--- config.mk ---
export PLATFORM = sky130hd
export DESIGN_NAME = uxf_flow_irq
export DESIGN_NICKNAME = d
export VERILOG_FILES = /design/src/verilog/uxf_pkg.sv /design/src/verilog/uxf_flow_irq.sv /design/src/verilog/uxf_char_match.sv
export VERILOG_INCLUDE_DIRS = /design/src /design/src/verilog
export SDC_FILE = /design/constraint.sdc
export NUM_CORES = 1
export LEC_CHECK = 0
export BUFFER_PORTS_ARGS = -buffer_cell sky130_fd_sc_hd__buf_4
export CELL_PAD_IN_SITES_DETAIL_PLACEMENT = 0
export CELL_PAD_IN_SITES_GLOBAL_PLACEMENT = 1
export CORE_AREA = 10 10 175 177
export CTS_CLUSTER_DIAMETER = 120
export CTS_CLUSTER_SIZE = 14
export DETAILED_ROUTE_END_ITERATION = 7
export DIE_AREA = 0 0 185 187
export PLACE_DENSITY = 0.62
export SLEW_MARGIN = 10
export SYNTH_ARGS = -nofsm -noshare
export SYNTH_HDL_FRONTEND = slang
export SYNTH_HIERARCHICAL = 1
export SYNTH_SLANG_ARGS = --single-unit
--- constraint.sdc ---
create_clock -name clk -period 3.47 [get_ports clk]
set_input_delay 0.5205 -clock clk [delete_from_list [all_inputs] [get_ports clk]]
set_output_delay 0.5205 -clock clk [all_outputs]
set_load 0.01 [all_outputs]
--- src/verilog/uxf_defs.svh ---
// Register offsets, field positions and reset values for the flow/irq block.
// Assumes byte addressing on a 32-bit Avalon-MM slave, one register per word.
`ifndef UXF_DEFS_SVH
`define UXF_DEFS_SVH

// -----------------------------------------------------------------------------
// Register byte offsets
// -----------------------------------------------------------------------------
`define UXF_OFF_SFCTRL   6'h00
`define UXF_OFF_RES1     6'h04
`define UXF_OFF_RES2     6'h08
`define UXF_OFF_PAU1     6'h0c
`define UXF_OFF_PAU2     6'h10
`define UXF_OFF_LEVEL    6'h14
`define UXF_OFF_FLAGS    6'h18
`define UXF_OFF_MASK     6'h1c
`define UXF_OFF_RAW      6'h20
`define UXF_OFF_MASKED   6'h24
`define UXF_OFF_CLEAR    6'h28

// -----------------------------------------------------------------------------
// Flow control register fields
// -----------------------------------------------------------------------------
`define UXF_CTL_EN       0
`define UXF_CTL_RXM_LO   1
`define UXF_CTL_TXM_LO   3
`define UXF_CTL_ANY      5
`define UXF_CTL_SPEC     6
`define UXF_CTL_FIFO     7

// -----------------------------------------------------------------------------
// Level select fields, flag bits, interrupt bits
// -----------------------------------------------------------------------------
`define UXF_LVL_RX_LO    0
`define UXF_LVL_TX_LO    8
`define UXF_FLG_REMOTE   0
`define UXF_FLG_HALT     1
`define UXF_FLG_BUSY     2
`define UXF_IRQ_TXE      0
`define UXF_IRQ_PAUSE    1
`define UXF_IRQ_RX       2
`define UXF_IRQ_TX       3
`define UXF_IRQ_TMO      4
`define UXF_IRQ_ERR      5

// -----------------------------------------------------------------------------
// Reset values and match modes
// -----------------------------------------------------------------------------
`define UXF_RST_CTRL     8'h80
`define UXF_RST_RXTRIG   5'h08
`define UXF_RST_TXWM     5'h08
`define UXF_MODE_OFF     2'h0
`define UXF_MODE_FIRST   2'h1
`define UXF_MODE_SECOND  2'h2
`define UXF_MODE_BOTH    2'h3

`endif

--- src/verilog/uxf_pkg.sv ---
// Types shared by the flow/irq block and its character matcher.
// Assumes nothing beyond a SystemVerilog compiler.
`default_nettype none
package uxf_pkg;

    // Insertion sequencer states
    typedef enum logic [1:0] {
        UXF_INS_IDLE,
        UXF_INS_FIRST,
        UXF_INS_SECOND
    } uxf_ins_t;

    // Matcher state
    typedef struct packed {
        logic seen_first;
    } uxf_match_t;

    // Top-level state
    typedef struct packed {
        logic        waitreq;
        logic [31:0] rdata;
        logic [7:0]  ctrl;
        logic [7:0]  res1;
        logic [7:0]  res2;
        logic [7:0]  pau1;
        logic [7:0]  pau2;
        logic [4:0]  rx_trig;
        logic [4:0]  tx_wm;
        logic [5:0]  mask;
        logic [5:0]  raw;
        logic        irq;
        logic        tx_halt;
        logic        remote_halted;
        uxf_ins_t    ins_state;
        logic        ins_pause;
        logic [1:0]  ins_mode;
        logic        ins_valid;
        logic [7:0]  ins_data;
        logic        rx_push;
        logic [7:0]  rx_push_data;
        logic        busy_q;
        logic [4:0]  rx_level_q;
        logic [4:0]  tx_level_q;
    } uxf_state_t;

endpackage
`default_nettype wire

--- src/verilog/uxf_flow_irq.sv ---
// In-band pause/resume flow control and six-source interrupt merge for a UART.
// Assumes the receiver, transmitter and FIFOs are on clk and drive plain levels
// and pulses; the transmitter honours tx_halt only between characters.
//
// How it works
// [RULE1] Global enable off stops all flow control; receive mode picks pair one, two, both.
// [RULE2] A pause match halts transmit after the current character and sets the pause flag.
// [RULE3] After pause, a resume match clears pause flag, its mask, and releases transmit.
// [RULE4] With resume-on-any, any received character other than a pause match resumes and is still stored.
// [RULE5] Matched pause/resume characters are not stored, except special and resume-on-any.
// [RULE6] Parity, framing and break errors never block a character match.
// [RULE7] Transmit insert mode picks off, pair one, pair two or both of each pair.
// [RULE8] Receive level past trigger inserts a pause character and sets remote halted.
// [RULE9] Receive level below trigger after pause inserts resume and clears remote halted.
// [RULE10] Flow control turned off after pause sent inserts resume, clears remote halted.
// [RULE11] Inserted characters go to the transmitter framed like normal data.
// [RULE12] Software reacts to receive irq and polls remote halted before reading.
// [RULE13] Software never enables hardware and software flow control together.
// [RULE14] Special detect: flow off, second pause char sets pause flag, no halt, stored.
// [RULE15] Writing one to the pause clear bit clears the pause flag.
// [RULE16] Six maskable sources merge to one irq; raw and masked status readable.
// [RULE17] A source reaches irq and masked status only when its mask bit is one.
// [RULE18] Transmit-empty flag sets when busy falls.
// [RULE19] FIFO mode: receive flag sets at watermark, clears below it or by clear.
// [RULE20] Without FIFOs, receive flag follows the single location holding data.
// [RULE21] FIFO mode: transmit flag sets below watermark, clears above it or by clear.
// [RULE22] Without FIFOs, transmit flag is edge based: set on emptying, cleared by write or clear.
// [RULE23] The global enable bit sits in the flow control register and gates all flow control except special detect.
// [RULE24] Two-character match needs the second right after the first; else restart.
`timescale 1ns/1ps
`default_nettype none
`include "uxf_defs.svh"

module uxf_flow_irq (
    input  wire logic        clk,
    input  wire logic        rst_n,
    input  wire logic [5:0]  avs_address,
    input  wire logic        avs_read,
    input  wire logic        avs_write,
    input  wire logic [31:0] avs_writedata,
    output logic      [31:0] avs_readdata,
    output logic             avs_waitrequest,
    input  wire logic        rx_valid,
    input  wire logic [7:0]  rx_data,
    input  wire logic [4:0]  rx_level,
    input  wire logic [4:0]  tx_level,
    input  wire logic        tx_wr,
    input  wire logic        tx_busy,
    input  wire logic        tx_ins_ready,
    input  wire logic        timeout_evt,
    input  wire logic        error_evt,
    output logic             rx_push,
    output logic      [7:0]  rx_push_data,
    output logic             tx_halt,
    output logic             tx_ins_valid,
    output logic      [7:0]  tx_ins_data,
    output logic             irq
);

    uxf_pkg::uxf_state_t st;
    uxf_pkg::uxf_state_t next_st;

    logic       soft_flow_global_en;
    logic       special_char_detect_en;
    logic       resume_on_any_char;
    logic       fifo_en;
    logic [1:0] rx_match_mode;
    logic [1:0] tx_insert_mode;
    logic       flow_on;
    logic       pause_hit;
    logic       resume_hit;
    logic       special_hit;
    logic       resume_any;
    logic       resume_go;
    logic       acc;
    logic       wr_acc;
    logic [5:0] sw_clear;
    logic [5:0] set_raw;
    logic [5:0] clr_raw;
    logic [4:0] rx_trig_eff;
    logic [4:0] tx_wm_eff;
    logic       tx_flow_on;
    logic       want_pause;
    logic       want_resume;

    // -------------------------------------------------------------------------
    // Control field views
    // -------------------------------------------------------------------------
    assign soft_flow_global_en    = st.ctrl[`UXF_CTL_EN];
    assign special_char_detect_en = st.ctrl[`UXF_CTL_SPEC];
    assign resume_on_any_char     = st.ctrl[`UXF_CTL_ANY];
    assign fifo_en                = st.ctrl[`UXF_CTL_FIFO];
    assign rx_match_mode          = st.ctrl[`UXF_CTL_RXM_LO +: 2];
    assign tx_insert_mode         = st.ctrl[`UXF_CTL_TXM_LO +: 2];
    // Special detect turns flow control off
    assign flow_on    = soft_flow_global_en && !special_char_detect_en; // RULE1 RULE23 RULE14
    assign tx_flow_on = flow_on && (tx_insert_mode != `UXF_MODE_OFF); // RULE7

    // -------------------------------------------------------------------------
    // Character selection for a pair mode and step
    // -------------------------------------------------------------------------
    function automatic logic [7:0] pick_char(input logic [1:0] mode,
                                             input logic       step2,
                                             input logic [7:0] c1,
                                             input logic [7:0] c2);
        logic [7:0] r;
        r = c1;
        if (mode == `UXF_MODE_SECOND || step2) begin
            r = c2;
        end
        return r;
    endfunction

    // -------------------------------------------------------------------------
    // Receive matchers; rx_data compared regardless of error status
    // -------------------------------------------------------------------------
    uxf_char_match u_pause_match (
        .clk        (clk),
        .rst_n      (rst_n),
        .enable     (flow_on),
        .char_valid (rx_valid),
        .char_in    (rx_data),
        .mode       (rx_match_mode),
        .first      (st.pau1),
        .second     (st.pau2),
        .hit        (pause_hit)
    ); // RULE1 RULE6

    uxf_char_match u_resume_match (
        .clk        (clk),
        .rst_n      (rst_n),
        .enable     (flow_on && st.tx_halt),
        .char_valid (rx_valid),
        .char_in    (rx_data),
        .mode       (rx_match_mode),
        .first      (st.res1),
        .second     (st.res2),
        .hit        (resume_hit)
    ); // RULE3 RULE6

    // Special character and resume-any terms
    assign special_hit = special_char_detect_en && rx_valid && (rx_data == st.pau2); // RULE14 RULE6
    assign resume_any  = flow_on && st.tx_halt && resume_on_any_char && rx_valid; // RULE4
    assign resume_go   = st.tx_halt && (resume_hit || resume_any) && !pause_hit; // RULE3

    // Bus strobes: an access completes on the cycle waitrequest is low
    assign acc      = (avs_read || avs_write) && !st.waitreq;
    assign wr_acc   = acc && avs_write;
    assign sw_clear = (wr_acc && avs_address == `UXF_OFF_CLEAR) ? avs_writedata[5:0] : 6'h00;

    // Watermarks collapse to one location without FIFOs
    assign rx_trig_eff = fifo_en ? st.rx_trig : 5'h01; // RULE19 RULE20
    assign tx_wm_eff   = fifo_en ? st.tx_wm : 5'h01; // RULE21 RULE22

    // Insertion wishes
    assign want_pause  = tx_flow_on && !st.remote_halted && (rx_level >= st.rx_trig); // RULE8
    assign want_resume = st.remote_halted && (!tx_flow_on || rx_level < st.rx_trig); // RULE9 RULE10

    // -------------------------------------------------------------------------
    // Interrupt set and clear terms; set wins over clear
    // -------------------------------------------------------------------------
    always_comb begin
        set_raw = 6'h00;
        clr_raw = sw_clear; // RULE15
        set_raw[`UXF_IRQ_TXE]   = st.busy_q && !tx_busy; // RULE18
        set_raw[`UXF_IRQ_PAUSE] = pause_hit || special_hit; // RULE2 RULE14
        clr_raw[`UXF_IRQ_PAUSE] = sw_clear[`UXF_IRQ_PAUSE] || resume_go; // RULE3 RULE15
        set_raw[`UXF_IRQ_RX]    = (st.rx_level_q < rx_trig_eff) && (rx_level >= rx_trig_eff); // RULE19 RULE20
        clr_raw[`UXF_IRQ_RX]    = sw_clear[`UXF_IRQ_RX] || (rx_level < rx_trig_eff); // RULE19 RULE20
        set_raw[`UXF_IRQ_TX]    = (st.tx_level_q >= tx_wm_eff) && (tx_level < tx_wm_eff); // RULE21 RULE22
        clr_raw[`UXF_IRQ_TX]    = sw_clear[`UXF_IRQ_TX]
                                  || (fifo_en ? (tx_level > st.tx_wm) : tx_wr); // RULE21 RULE22
        set_raw[`UXF_IRQ_TMO]   = timeout_evt;
        set_raw[`UXF_IRQ_ERR]   = error_evt;
    end

    // -------------------------------------------------------------------------
    // Next state
    // -------------------------------------------------------------------------
    always_comb begin
        next_st = st;
        // Bus handshake: one wait cycle, then the answer
        next_st.waitreq = !((avs_read || avs_write) && st.waitreq);
        if ((avs_read || avs_write) && st.waitreq) begin
            case (avs_address)
                `UXF_OFF_SFCTRL: next_st.rdata = {24'h000000, st.ctrl};
                `UXF_OFF_RES1:   next_st.rdata = {24'h000000, st.res1};
                `UXF_OFF_RES2:   next_st.rdata = {24'h000000, st.res2};
                `UXF_OFF_PAU1:   next_st.rdata = {24'h000000, st.pau1};
                `UXF_OFF_PAU2:   next_st.rdata = {24'h000000, st.pau2};
                `UXF_OFF_LEVEL:  next_st.rdata = {19'h00000, st.tx_wm, 3'h0, st.rx_trig};
                `UXF_OFF_FLAGS:  next_st.rdata = {29'h00000000, tx_busy, st.tx_halt,
                                                  st.remote_halted};
                `UXF_OFF_MASK:   next_st.rdata = {26'h0000000, st.mask};
                `UXF_OFF_RAW:    next_st.rdata = {26'h0000000, st.raw}; // RULE16
                `UXF_OFF_MASKED: next_st.rdata = {26'h0000000, st.raw & st.mask}; // RULE16 RULE17
                default:         next_st.rdata = 32'h00000000;
            endcase
        end
        // Register writes
        if (wr_acc) begin
            case (avs_address)
                `UXF_OFF_SFCTRL: next_st.ctrl = avs_writedata[7:0];
                `UXF_OFF_RES1:   next_st.res1 = avs_writedata[7:0];
                `UXF_OFF_RES2:   next_st.res2 = avs_writedata[7:0];
                `UXF_OFF_PAU1:   next_st.pau1 = avs_writedata[7:0];
                `UXF_OFF_PAU2:   next_st.pau2 = avs_writedata[7:0];
                `UXF_OFF_LEVEL: begin
                    next_st.rx_trig = avs_writedata[`UXF_LVL_RX_LO +: 5];
                    next_st.tx_wm   = avs_writedata[`UXF_LVL_TX_LO +: 5];
                end
                `UXF_OFF_MASK:   next_st.mask = avs_writedata[5:0];
                default:         next_st.ctrl = st.ctrl;
            endcase
        end
        // Resume disables the pause interrupt
        if (resume_go) begin
            next_st.mask[`UXF_IRQ_PAUSE] = 1'b0; // RULE3
        end

        // Local transmit halt
        if (pause_hit) begin
            next_st.tx_halt = 1'b1; // RULE2
        end else if (resume_go || !flow_on) begin
            next_st.tx_halt = 1'b0; // RULE3 RULE1
        end

        // Receive FIFO push, matched flow characters withheld
        next_st.rx_push      = rx_valid && !pause_hit && !(resume_hit && !resume_any); // RULE5 RULE4
        next_st.rx_push_data = rx_data;

        // Raw status and merged interrupt
        next_st.raw = set_raw | (st.raw & ~clr_raw);
        next_st.irq = |(next_st.raw & next_st.mask); // RULE16 RULE17

        // Edge history
        next_st.busy_q     = tx_busy;
        next_st.rx_level_q = rx_level;
        next_st.tx_level_q = tx_level;

        // Pause/resume insertion sequencer
        case (st.ins_state)
            uxf_pkg::UXF_INS_IDLE: begin
                if (want_pause) begin
                    next_st.ins_state = uxf_pkg::UXF_INS_FIRST;
                    next_st.ins_pause = 1'b1;
                    next_st.ins_mode  = tx_insert_mode; // RULE7
                    next_st.ins_valid = 1'b1;
                    next_st.ins_data  = pick_char(tx_insert_mode, 1'b0, st.pau1, st.pau2); // RULE8
                end else if (want_resume) begin
                    next_st.ins_state = uxf_pkg::UXF_INS_FIRST;
                    next_st.ins_pause = 1'b0;
                    next_st.ins_valid = 1'b1;
                    next_st.ins_data  = pick_char(st.ins_mode, 1'b0, st.res1, st.res2); // RULE9 RULE10
                end
            end
            uxf_pkg::UXF_INS_FIRST: begin
                if (tx_ins_ready) begin
                    if (st.ins_mode == `UXF_MODE_BOTH) begin
                        next_st.ins_state = uxf_pkg::UXF_INS_SECOND;
                        next_st.ins_data  = st.ins_pause ? st.pau2 : st.res2;
                    end else begin
                        next_st.ins_state     = uxf_pkg::UXF_INS_IDLE;
                        next_st.ins_valid     = 1'b0;
                        next_st.remote_halted = st.ins_pause; // RULE8 RULE9
                    end
                end
            end
            uxf_pkg::UXF_INS_SECOND: begin
                if (tx_ins_ready) begin
                    next_st.ins_state     = uxf_pkg::UXF_INS_IDLE;
                    next_st.ins_valid     = 1'b0;
                    next_st.remote_halted = st.ins_pause; // RULE8 RULE9 RULE10
                end
            end
            default: begin
                next_st.ins_state = uxf_pkg::UXF_INS_IDLE;
                next_st.ins_valid = 1'b0;
            end
        endcase
    end

    // -------------------------------------------------------------------------
    // State register
    // -------------------------------------------------------------------------
    always_ff @(posedge clk) begin
        if (!rst_n) begin
            st           <= '0;
            st.waitreq   <= 1'b1;
            st.ctrl      <= `UXF_RST_CTRL;
            st.rx_trig   <= `UXF_RST_RXTRIG;
            st.tx_wm     <= `UXF_RST_TXWM;
            st.ins_state <= uxf_pkg::UXF_INS_IDLE;
        end else begin
            st <= next_st;
        end
    end

    // Outputs straight from state
    assign avs_readdata    = st.rdata;
    assign avs_waitrequest = st.waitreq;
    assign rx_push         = st.rx_push;
    assign rx_push_data    = st.rx_push_data;
    assign tx_halt         = st.tx_halt;
    assign tx_ins_valid    = st.ins_valid; // RULE11
    assign tx_ins_data     = st.ins_data;
    assign irq             = st.irq;
endmodule
`default_nettype wire

--- src/verilog/uxf_char_match.sv ---
// Pause or resume character matcher, one or two characters deep.
// Assumes char_valid is a one-cycle pulse per received character.
`timescale 1ns/1ps
`default_nettype none
`include "uxf_defs.svh"

module uxf_char_match (
    input  wire logic       clk,
    input  wire logic       rst_n,
    input  wire logic       enable,
    input  wire logic       char_valid,
    input  wire logic [7:0] char_in,
    input  wire logic [1:0] mode,
    input  wire logic [7:0] first,
    input  wire logic [7:0] second,
    output logic            hit
);

    uxf_pkg::uxf_match_t st;
    uxf_pkg::uxf_match_t next_st;

    // -------------------------------------------------------------------------
    // Match decode; error status never enters the compare
    // -------------------------------------------------------------------------
    always_comb begin
        next_st = st;
        hit     = 1'b0;
        if (enable && char_valid) begin
            case (mode)
                `UXF_MODE_FIRST:  hit = (char_in == first);
                `UXF_MODE_SECOND: hit = (char_in == second);
                `UXF_MODE_BOTH:   hit = st.seen_first && (char_in == second); // RULE24
                default:          hit = 1'b0;
            endcase
            // Any character other than the first restarts the pair
            next_st.seen_first = (mode == `UXF_MODE_BOTH) && (char_in == first); // RULE24
        end
        if (!enable) begin
            next_st.seen_first = 1'b0;
        end
    end

    // State register
    always_ff @(posedge clk) begin
        if (!rst_n) begin
            st <= '0;
        end else begin
            st <= next_st;
        end
    end

endmodule
`default_nettype wire

# Word level (Yosys, flattened, before mapping)

Index checks and enable logic that the tools add are counted.

Register bits: 134
Bits in latches: 0
Memory bits (writable): 0
Memory bits (read-only): 0
Input bits: 66
Output and inout bits: 53
Word-level logic and storage cells: 167
Memories: 0

Add/sub/neg operators: 0
$mul: 0
Div/mod/pow operators: 0
$lt $le $gt $ge: 8
Eq/ne operators: 27
Shift-type cells: 0
Mux-type cells: 33
Bitwise operators: 5
Reductions and logical operators: 68

Operators with widths:

| kind                 | number |
|---|---|
| $pmux W13 S10        | 1 |
| $eq A8 B8 Y1         | 4 |
| $mux W8              | 4 |
| $logic_and A1 B1 Y1  | 28 |
| $mux W9              | 3 |
| $eq A6 B5 Y1 const B | 4 |
| $lt A5 B5 Y1         | 4 |
| $reduce_and A2 Y1    | 10 |
| $and A6 B6 Y6        | 3 |
| $eq A6 B6 Y1 const B | 3 |
| $mux W6              | 3 |
| $pmux W8 S2          | 1 |
| $ge A5 B5 Y1         | 3 |
| $eq A2 B2 Y1 const B | 6 |
| $eq A6 B4 Y1 const B | 2 |
| $mux W3              | 4 |
| $reduce_and A4 Y1    | 3 |
| $logic_not A1 Y1     | 10 |
| $mux W5              | 2 |
| $reduce_bool A2 Y1   | 5 |
| $mux W1              | 9 |
| $pmux W1 S3          | 3 |
| $logic_or A1 B1 Y1   | 8 |
| $ne A2 B2 Y1 const B | 4 |
| 13 further kinds     | 14 |

# Longest topological paths before layout

Gate-level depths: netlist of the first run.

Word-level depth: 14
Mapped depth: 11
Gate-level depth less buffers: 11

# Cells and area by module

Netlist of the first run, hierarchy kept.

By module, submodules not included:

| module         | instances | cells an instance | area an instance (µm²) | sequential area each (µm²) |
|---|---|---|---|---|
| uxf_flow_irq   | 1         | 736               | 6204.7                 | 2262.2 |
| uxf_char_match | 2         | 30                | 246.5                  | 20.0 |

# Worst setup path before layout of the first run

No wires, ideal clock.

Path kind: in2reg
Start: input port rx_data[1]
End: register st (netlist bit irq)
Setup time: 0.122 ns
Arrival: 2.296 ns
Required time: 3.348 ns
Setup slack: 1.052 ns
Stages: 9
Buffers on the path: 0
Cell sequence: xor2_1 -> nor4_1 -> nand3_1 -> o41ai_2 -> o21ai_0 -> a31oi_1 -> a21oi_1 -> o31a_1 -> a221o_1

Word-level cells in the longest chain between the ends: 13

Ends and longest elaborated chain:

| what                                 | RTL line                                   | source |
|---|---|---|
| start, declared                      | uxf_flow_irq.sv:44                         | `input wire logic [7:0] rx_data,` |
| $eq A8 B8 Y1                         | uxf_char_match.sv:31, uxf_char_match.sv:32 |  |
| $logic_and A1 B1 Y1                  | uxf_char_match.sv:32                       | `` `UXF_MODE_BOTH: hit = st.seen_first && (char_in == second); `` |
| $pmux W1 S3 (*)                      | uxf_char_match.sv:29                       | `case (mode)` |
| $mux W1 (*)                          | uxf_char_match.sv:28                       | `if (enable && char_valid) begin` |
| net resume_hit                       | uxf_flow_irq.sv:71                         | `logic resume_hit;` |
| $logic_or A1 B1 Y1 (*)               | uxf_flow_irq.sv:144                        | `assign resume_go = st.tx_halt && (resume_hit \|\| resume_any) && !pause_hit;` |
| $logic_and A1 B1 Y1 (*) (2 in a row) | uxf_flow_irq.sv:144                        |  |
| $logic_or A1 B1 Y1                   | uxf_flow_irq.sv:167                        | `` clr_raw[`UXF_IRQ_PAUSE] = sw_clear[`UXF_IRQ_PAUSE] \|\| resume_go; `` |
| $not A6 Y6                           | uxf_flow_irq.sv:233                        | `next_st.raw = set_raw \| (st.raw & ~clr_raw);` |
| $and A6 B6 Y6                        | uxf_flow_irq.sv:233                        |  |
| $or A6 B6 Y6                         | uxf_flow_irq.sv:233                        |  |
| $and A6 B6 Y6 (*)                    | uxf_flow_irq.sv:234                        | `next_st.irq = \|(next_st.raw & next_st.mask);` |
| $reduce_or A6 Y1 (*)                 | uxf_flow_irq.sv:234                        |  |
| end signal, assigned                 | uxf_flow_irq.sv:295                        | `st <= next_st;` |
| end, declared                        | uxf_flow_irq.sv:60                         | `uxf_pkg::uxf_state_t st;` |

The timed path passes the listed nets; every way through them passes the cells marked *.
A chain may end at the register's enable or synchronous reset.

# Final worst setup path of the first run

Start: register st[84] (netlist name)
End: register st (netlist bit irq)

Word-level cells in the longest chain between the ends: 12

Ends and longest elaborated chain:

| what                                 | RTL line             | source |
|---|---|---|
| $eq A8 B8 Y1 (*)                     | uxf_char_match.sv:30 | `` `UXF_MODE_FIRST: hit = (char_in == first); `` |
| $pmux W1 S3 (*)                      | uxf_char_match.sv:29 |  |
| $mux W1 (*)                          | uxf_char_match.sv:28 |  |
| net resume_hit                       | uxf_flow_irq.sv:71   |  |
| $logic_or A1 B1 Y1 (*)               | uxf_flow_irq.sv:144  |  |
| $logic_and A1 B1 Y1 (*) (2 in a row) | uxf_flow_irq.sv:144  |  |
| $logic_or A1 B1 Y1                   | uxf_flow_irq.sv:167  |  |
| $not A6 Y6                           | uxf_flow_irq.sv:233  |  |
| $and A6 B6 Y6                        | uxf_flow_irq.sv:233  |  |
| $or A6 B6 Y6                         | uxf_flow_irq.sv:233  |  |
| $and A6 B6 Y6 (*)                    | uxf_flow_irq.sv:234  |  |
| $reduce_or A6 Y1 (*)                 | uxf_flow_irq.sv:234  |  |

Marks and branches as above.

==> results of run 1 <==
## worst register-to-register path: stages, from the launching register on
cell and delay [ps]:
sky130_fd_sc_hd__dfxtp_1 470, sky130_fd_sc_hd__xor2_1 110, sky130_fd_sc_hd__nor4_1 380, sky130_fd_sc_hd__nand3_1 190, sky130_fd_sc_hd__o41ai_2 450, sky130_fd_sc_hd__o21ai_0 230, sky130_fd_sc_hd__a31oi_1 260, sky130_fd_sc_hd__a21oi_1 130
sky130_fd_sc_hd__o31a_1 270, sky130_fd_sc_hd__a221o_1 260
## flip-flops by register name, indices dropped and copies added, names as in the netlist
register                count
avs_readdata               13
special_char_detect_en      1
tx_ins_data                 8
tx_ins_valid                1
rx_push_data                8
rx_push                     1
tx_halt                     1
rx_match_mode               2
resume_on_any_char          1
fifo_en                     1
irq                         1
soft_flow_global_en         1
st                         73
u_resume_match/st           1
u_pause_match/st            1
avs_waitrequest             1
## worst max path at each step
stage                                start  end  slack, ps  cells after the start
finish                              st[84]  irq        610                      9
floorplan                       rx_data[1]  irq       1050                      9
global route        special_char_detect_en  irq        470                      9
CTS                 special_char_detect_en  irq        630                      9
global placement                rx_data[1]  irq        420                     10
detailed placement              rx_data[1]  irq        400                     10
## cell usage after synthesis, types with 13 or more instances
cell / n / area [µm²]
sky130_fd_sc_hd__a21oi_1: 64 / 320.3
sky130_fd_sc_hd__xor2_1: 31 / 271.5
sky130_fd_sc_hd__and2_1: 22 / 137.6
sky130_fd_sc_hd__ha_1: 28 / 350.3
sky130_fd_sc_hd__a31oi_1: 13 / 81.33
sky130_fd_sc_hd__buf_4: 49 / 367.9
sky130_fd_sc_hd__clkbuf_1: 29 / 108.9
sky130_fd_sc_hd__dfxtp_1: 115 / 2302
sky130_fd_sc_hd__inv_1: 19 / 71.32
sky130_fd_sc_hd__mux2i_1: 48 / 480.5
sky130_fd_sc_hd__nor2_1: 49 / 183.9
sky130_fd_sc_hd__o21ai_0: 21 / 105.1
sky130_fd_sc_hd__nand2_1: 99 / 371.6
sky130_fd_sc_hd__nand3_1: 59 / 295.3
## placed cells by master, fill, tap and decap left out, types with 10 or more instances in the layout
cell type / Yosys / final
sky130_fd_sc_hd__dfxtp_1: 115 / 115
sky130_fd_sc_hd__nand2_1: 99 / 99
sky130_fd_sc_hd__buf_4: 49 / 97
sky130_fd_sc_hd__a21oi_1: 64 / 64
sky130_fd_sc_hd__nand3_1: 59 / 59
sky130_fd_sc_hd__nor2_1: 49 / 49
sky130_fd_sc_hd__mux2i_1: 48 / 48
sky130_fd_sc_hd__xor2_1: 31 / 31
sky130_fd_sc_hd__ha_1: 28 / 28
sky130_fd_sc_hd__and2_1: 22 / 22
sky130_fd_sc_hd__o21ai_0: 21 / 21
sky130_fd_sc_hd__conb_1: 1 / 19
sky130_fd_sc_hd__inv_1: 19 / 18
sky130_fd_sc_hd__clkbuf_16: 0 / 17
sky130_fd_sc_hd__a31oi_1: 13 / 13
sky130_fd_sc_hd__nand2b_1: 10 / 10
## metrics by stage
stage | setup slack [ps] | instances | instance area [µm²]
floorplan | 1052 | 814 | 6765
global placement | 420.7 | 1166 | 7380
detailed placement | 400.6 | 1166 | 7380
CTS | 626.7 | 1198 | 7956
global route | 473.0 | 1198 | 7956
finish | 605.2 | 1198 | 7956
## routing by layer
layer | track usage [%] | vias to the layer above | wire length (µm)
met5 | 0 | - | 0
met4 | 3.846 | 0 | 404
met3 | 2.836 | 26 | 1093
met2 | 20.26 | 140 | 10240
met1 | 17.57 | 2782 | 10610
li1 | - | 2836 | -
## layout make-up
class	instances	area, µm²	share of cell area, %
sequential	115	2302	28.94
clock buffer	17	425.4	5.347
clock inverter	15	151.4	1.903
timing repair buffer	97	728.2	9.152
tap	346	432.9	5.441
multi-input combinational	589	3845	48.33
inverter	19	71.32	0.8964
## kinds of logic (layout without fill, tap and decap cells)
| group | count (synthesis) | in the layout |
|---|---|---|
| AND/OR/NAND/NOR | 294 | 294 |
| AO/OA/AOI/OAI | 152 | 152 |
| flip-flops | 115 | 115 |
| buffers and inverters | 110 | 148 |
| multiplexers | 56 | 56 |
| XOR/XNOR | 40 | 40 |
| adder cells (fa/ha/maj) | 28 | 28 |
| other | 1 | 19 |
## power breakdown
group	internal (mW)	switching, mW
Sequential	1.34	0.0101
Combinational	0.105	0.163
Clock	1.00	0.717
Total	2.45	0.890
==> results by stage, run 1 <==
Floorplan:
- The floorplan core area is 27320 µm².
- The site row count is 61.
- The die width is 185 µm.
- The area enclosed by the die boundary is 34600 µm².
- For this design the top-level I/O count stands at 119.
- The die span in y is 187 µm.
- The starting density of the core is 24.51%.

Clocking:
- The buffer count from post-CTS setup fixing is 0.
- Clock-pin slew was measured on the worst setup and hold paths at 60 ps.
- The H-tree was split into 4 levels.
- The number of buffers between clock root and the deepest sink is 2.
- The tree is rooted in a sky130_fd_sc_hd__clkbuf_16.
- The CTS tree is built.
- For this design, the sink count on the clock tree is 115.
- The number of hold-repair buffers added at the cts stage is 0.
- The later-pin clock latency in the skew report is 420 ps.
- The TritonCTS buffer count is 17.
- The count of cells resized by post-cts repair is 0.

Worst setup path:
- The signal on the critical path passes through xor2_1, nor4_1, nand3_1, o41ai_2, o21ai_0, a31oi_1, a21oi_1, o31a_1, a221o_1.
- For the worst flop-to-flop path, the logic depth is 9.
- The largest fanout of any net on the critical path is 4.
- The worst register-to-register path ends at irq.
- For the worst setup path, the data required time is 3780 ps.
- The number of buffer and inverter stages on the critical path is 0.
- The slowest cell on the critical path is sky130_fd_sc_hd__dfxtp_1.
- For the worst setup path, the data arrival time is 3170 ps.
- The register-to-register path setup slack is 610 ps.
- The critical path launch point type is a flop.
- The start of the worst register-to-register path is st[84].
- The delay of the slowest critical-path stage is 470 ps.
- Among cell families on the critical path, the largest total delay comes from compound AO/OA/AOI/OAI gates.
- The sort of element at the end of the critical path is a flop.
- The category of the critical setup timing path is reg2reg.

Drt:
- The starting DRC count in detailed routing is 423.
- The final route contains 5784 vias.
- The final wirelength is 22.34 mm.
- The first-pass detailed-route iteration total is 7.
- The routed via count divided by cell count is 4.828.
- In the final routed layout, each cell accounts on average for 18.65 µm.
- In this run the remaining antenna-violating nets after routing total 0.
- In the routed design, unresolved DRC markers number 0.

Cells and area:
- The post-route netlist has 18.08% of its cells at a drive strength greater than 1.
- Counting the fill cells in the layout gives 2915.
- The number of nets in the finished design is 933.
- The share of the core filled with cells in the final layout is 29.12%.
- The count of inserted antenna diode cells is 0.
- The area growth from synthesis to layout is 18.79%.

Yosys:
- The combinational family with the most area after synthesis is simple AND/OR/NAND/NOR gates.
- The area fraction in and, or, nand and nor cells after synthesis is 22.17%.
- The xor/xnor share of the synthesized area is 5.231%.
- The Yosys step of the flow raised 6 warnings.
- The share of async-settable or async-resettable flops after synthesis is 0%.
- The count of distinct cell types in the synthesized netlist is 66.
- The synthesized area per cell is 8.414 µm².
- The gate count after technology mapping is 796.
- The multiplexer area fraction after synthesis is 9.359%.
- In the synthesized netlist the dominant register cell turns out to be sky130_fd_sc_hd__dfxtp_1.
- The post-synthesis instance area is 6698 µm².
- Sequential cells were found to cover 34.37% of the synthesized design area.
- The number of enable-type register cells in the synthesized netlist is 0.
- The compound-gate portion of the synthesized area is 14.35%.
- The post-synthesis share of cell area spent on full adders, half adders and majority gates is 5.231%.
- The flip-flop and latch count after synthesis is 115.

Hold path:
- The class of the worst hold path is in2reg.
- The worst-case hold path end point is st[2].
- The hold-critical path depth is 2.
- The worst hold path begins at tx_level[2].

STA:
- The tightest hold path in the finished design has a slack of 337.8 ps.
- The actual transition at the worst max-transition pin is 808.4 ps.
- The total negative slack is 0 ps.
- The final period demand of the worst path is 2865 ps.
- The period utilization is 82.56%.
- Setup violations remaining at the end of the flow were counted as 0.
- The worst clock skew on the final layout is 10.09 ps.
- Static timing analysis puts the maximum clock frequency at 0.3491 GHz.
- The number of hold violations in the final report came to 0.
- Headroom to the max-slew limit came out at 45.99%.
- Setup repair after global routing left no endpoint under its margin.
- The max-slew violation count is 0.

Place:
- Once detailed placement completed, the half-perimeter wirelength came to 16.66 mm.
- At the end of routability-driven placement, the weighted congestion stood at 0.8419.
- The total of buffers placed on input and output ports is 80.

Power and ir drop:
- The power density over the cells is 419.4 nW/µm².
- The design draws 3.337 mW.
- The maximum vdd drop is 0.3328 mV.
- The analysis attributes to cell leakage a power of 3.151 nW.

Global route:
- The final global-route overflow total is 0.
- The first-pass GRT wire length is 35.16 mm.
- Global routing used 13.04% of the available tracks.
- The number of global-route vias before repair is 5773.
- The number of antenna violations at the first check in global routing came to 0.
- Entering global routing, the biggest net connects 34 pins.

Run:
- Across the run, the number of max-cap violations was 0.

Status:
- The run finished with clean final reports.
No activity file was read; power rests on OpenSTA's default activity.
==> inputs of run 2 (changes only) <==
==> constraint.sdc (replaced) <==
create_clock -name clk -period 2.7 [get_ports clk]
set_input_delay 0.405 -clock clk [delete_from_list [all_inputs] [get_ports clk]]
set_output_delay 0.405 -clock clk [all_outputs]
set_load 0.01 [all_outputs]
==> results by stage, run 2 (synthesized netlist as in run 1, its figures left out) <==
Cells and area:
- The number of nets in the finished design is 970 (was 933).
- The flip-flop count of the largest register, all copies and words added was 73 (unchanged).
- The share of the core filled with cells in the final layout came to 30.35% (was 29.12%).
- The most common cell after layout, fill and taps aside is sky130_fd_sc_hd__buf_4 (was sky130_fd_sc_hd__dfxtp_1).
- The count of inserted antenna diode cells is 0 (unchanged).
- The proportion of layout cells with a drive suffix above 1 is 21.48% (was 18.08%).
- Commonest non-fill, non-tap cells in the layout: sky130_fd_sc_hd__buf_4 (133), sky130_fd_sc_hd__dfxtp_1 (115), sky130_fd_sc_hd__nand2_1 (99), sky130_fd_sc_hd__a21oi_1 (64), sky130_fd_sc_hd__nand3_1 (59) (was sky130_fd_sc_hd__dfxtp_1 (115), sky130_fd_sc_hd__nand2_1 (99), sky130_fd_sc_hd__buf_4 (97), sky130_fd_sc_hd__a21oi_1 (64), sky130_fd_sc_hd__nand3_1 (59)).
- The register with the most flip-flops is st (unchanged).
- The area of all placed cells without fillers is 8292 µm² (was 7956 µm²).
- The area growth from synthesis to layout came to 23.80% (was 18.79%).

Worst setup path:
- The largest fanout of any net on the critical path is 2 (was 4).
- The capture point of the worst reg-to-reg path is irq (unchanged).
- The critical path required time was 3010 ps (was 3780 ps).
- The sort of element at the end of the critical path is a flop (unchanged).
- The critical path launch point type is a flop (unchanged).
- The data arrival time of the worst path came to 2820 ps (was 3170 ps).
- The category of cells accounting for the largest share of critical-path delay is compound AO/OA/AOI/OAI gates (unchanged).
- The number of buffer and inverter stages on the critical path is 0 (unchanged).
- The category of the critical setup timing path is reg2reg (unchanged).
- The cell depth of the worst flop-to-flop path came to 9 (unchanged).
- The start of the worst register-to-register path is st[84] (unchanged).
- The delay of the slowest critical-path stage is 320 ps (was 470 ps).
- The register-to-register path setup slack was 180 ps (was 610 ps).
- The slowest cell on the critical path is sky130_fd_sc_hd__dfxtp_1 (unchanged).
- Crit path cell chain: xor2_1, nor4_1, nand3_1, o41ai_2, o21ai_0, a31oi_1, a21oi_1, o31a_1, a221o_1 (unchanged).

Run:
- The number of maximum-capacitance violations was 0 (unchanged).

Drt:
- The overall via count from detail_route is 5908 (was 5784).
- The post-route antenna net violation count came to 0 (unchanged).
- The average wire length per cell after detail routing came to 19.00 µm (was 18.65 µm).
- The first-pass detailed-route iteration total is 5 (was 7).
- The number of remaining DRC errors is 0 (unchanged).
- The starting DRC count in detailed routing is 451 (was 423).
- The routed via count divided by cell count is 4.784 (was 4.828).
- The final wirelength is 23.47 mm (was 22.34 mm).

Place:
- The placed cell area came to 7670 µm² (was 7380 µm²).
- The final weighted congestion in routability-driven placement was 0.8999 (was 0.8419).
- The total of buffers placed on input and output ports came to 80 (unchanged).
- The detailed placer's ending HPWL is 18.18 mm (was 16.66 mm).

Hold path:
- The class of the worst hold path is in2reg (unchanged).
- The hold-critical path depth is 2 (unchanged).
- The startpoint of the lowest-slack hold path is rx_level[1] (was tx_level[2]).
- The worst-case hold path end point is st[6] (was st[2]).

Clocking:
- The clock tree root driver cell is sky130_fd_sc_hd__clkbuf_16 (unchanged).
- The TritonCTS buffer count is 17 (unchanged).
- The number of buffers between clock root and the deepest sink was 2 (unchanged).
- The total number of clock tree sinks is 115 (unchanged).
- The clock-pin slew on the worst setup and hold paths came to 60 ps (about the same).
- The number of hold-repair buffers added at the cts stage is 0 (unchanged).
- The later-pin clock latency in the skew report came to 420 ps (about the same).
- The depth of the CTS H-tree is 4 (unchanged).
- The buffer count from post-CTS setup fixing is 0 (unchanged).
- The CTS tree is built (unchanged).

Status:
- Status: completed (unchanged).

Power and ir drop:
- The power density over the cells is 541.7 nW/µm² (was 419.4 nW/µm²).
- The maximum vdd drop is 0.4378 mV (was 0.3328 mV).
- The cell leakage power came to 3.379 nW (was 3.151 nW).
- The overall power after layout is 4.492 mW (was 3.337 mW).

Global route:
- The all-layer global routing usage came to 13.66% (was 13.04%).
- The final global-route overflow total is 0 (unchanged).
- The number of global-route vias before repair is 6074 (was 5773).
- The number of antenna violations at the first check in global routing is 0 (unchanged).
- The first-pass GRT wire length is 36.63 mm (was 35.16 mm).
- The maximum number of pins on one net before global-route repair is 56 (was 34).

Floorplan:
- The site row count is 61 (unchanged).
- The area enclosed by the die boundary is 34600 µm² (unchanged).
- The die span in y is 187 µm (unchanged).
- The starting density of the core came to 24.51% (unchanged).
- The number of ports placed on the die boundary came to 119 (unchanged).
- The die width is 185 µm (unchanged).
- The floorplan core area is 27320 µm² (unchanged).

STA:
- The number of hold violations in the final report is 0 (unchanged).
- The highest attainable clock frequency is 0.3971 GHz (was 0.3491 GHz).
- The worst clock skew on the final layout was 12.71 ps (was 10.09 ps).
- The count of endpoints failing setup in the final report came to 0 (unchanged).
- The final period demand of the worst path is 2518 ps (was 2865 ps).
- The period utilization is 93.28% (was 82.56%).
- The tightest slew margin relative to the limit was 53.91% (was 45.99%).
- The actual transition at the worst max-transition pin is 689.2 ps (was 808.4 ps).
- Unrepaired setup endpoints after global routing: no (unchanged).
- The max-slew violation count is 0 (unchanged).
## run 2: cell types whose count changed in the layout (fill, tap and decap cells not counted)
cell | before | now
sky130_fd_sc_hd__clkinv_4 | 6 | 5
sky130_fd_sc_hd__buf_12 | 0 | 1
sky130_fd_sc_hd__inv_6 | 4 | 5
sky130_fd_sc_hd__buf_4 | 97 | 133
sky130_fd_sc_hd__bufinv_16 | 1 | 3
sky130_fd_sc_hd__clkinvlp_4 | 3 | 1
## run 2: per-stage QoR
stage | hold slack, ps | setup TNS [ps] | worst slack, ps | instances
2_1_floorplan | 426.3 | 0 | 397.4 | 814
3_3_place_gp | 440.3 | -21.81 | -21.81 | 1203
3_5_place_dp | 444.4 | -61.65 | -61.65 | 1203
4_1_cts | 209.7 | 0 | 134.2 | 1235
5_1_grt | 219.7 | 0 | 49.34 | 1235
6_report | 220.6 | 0 | 181.6 | 1235
## run 2: worst max path at each step
stage | cells past startpoint | slack [ps] | end | from
after floorplan | 9 | 400 | irq | rx_data[1]
after global placement | 10 | -20 | irq | rx_data[1]
after detailed placement | 10 | -60 | irq | rx_data[1]
after CTS | 9 | 130 | irq | st[84]
after global routing | 11 | 50 | irq | soft_flow_global_en
final | 9 | 180 | irq | st[84]
## run 2: worst register-to-register path: stages (launching register included)
cell	delay, ps
sky130_fd_sc_hd__dfxtp_1	320
sky130_fd_sc_hd__xor2_1	150
sky130_fd_sc_hd__nor4_1	320
sky130_fd_sc_hd__nand3_1	170
sky130_fd_sc_hd__o41ai_2	310
sky130_fd_sc_hd__o21ai_0	220
sky130_fd_sc_hd__a31oi_1	260
sky130_fd_sc_hd__a21oi_1	140
sky130_fd_sc_hd__o31a_1	260
sky130_fd_sc_hd__a221o_1	250
## run 2: layer usage
metal	part of all wire [%]	track usage, %	vias up
met5	0	0	-
met4	2.0	4.128	0
met3	5.7	3.166	31
met2	46	21.75	162
met1	46	17.82	2802
li1	-	-	2913
## run 2: layout make-up
cell class              count  area [µm²]
clock inverters            15       196.4
flip-flops and latches    115        2302
inverters                  19       71.32
clock buffers              17       425.4
multi-input cells         589        3845
fillers                  2900       19030
well taps                 346       432.9
repair buffers            134        1018
## run 2: what timing repair did
| item | CTS | global route |
|---|---|---|
| endpoints found under the hold margin | 0 | 0 |
| setup endpoints to repair | 0 | 1 |
| gates resized for setup | 0 | 0 |
## run 2: where the power goes
part / internal (mW) / total, mW / switching (mW)
Sequential: 1.72 / 1.73 / 0.0125
Clock: 1.48 / 2.40 / 0.920
Combinational: 0.144 / 0.360 / 0.216
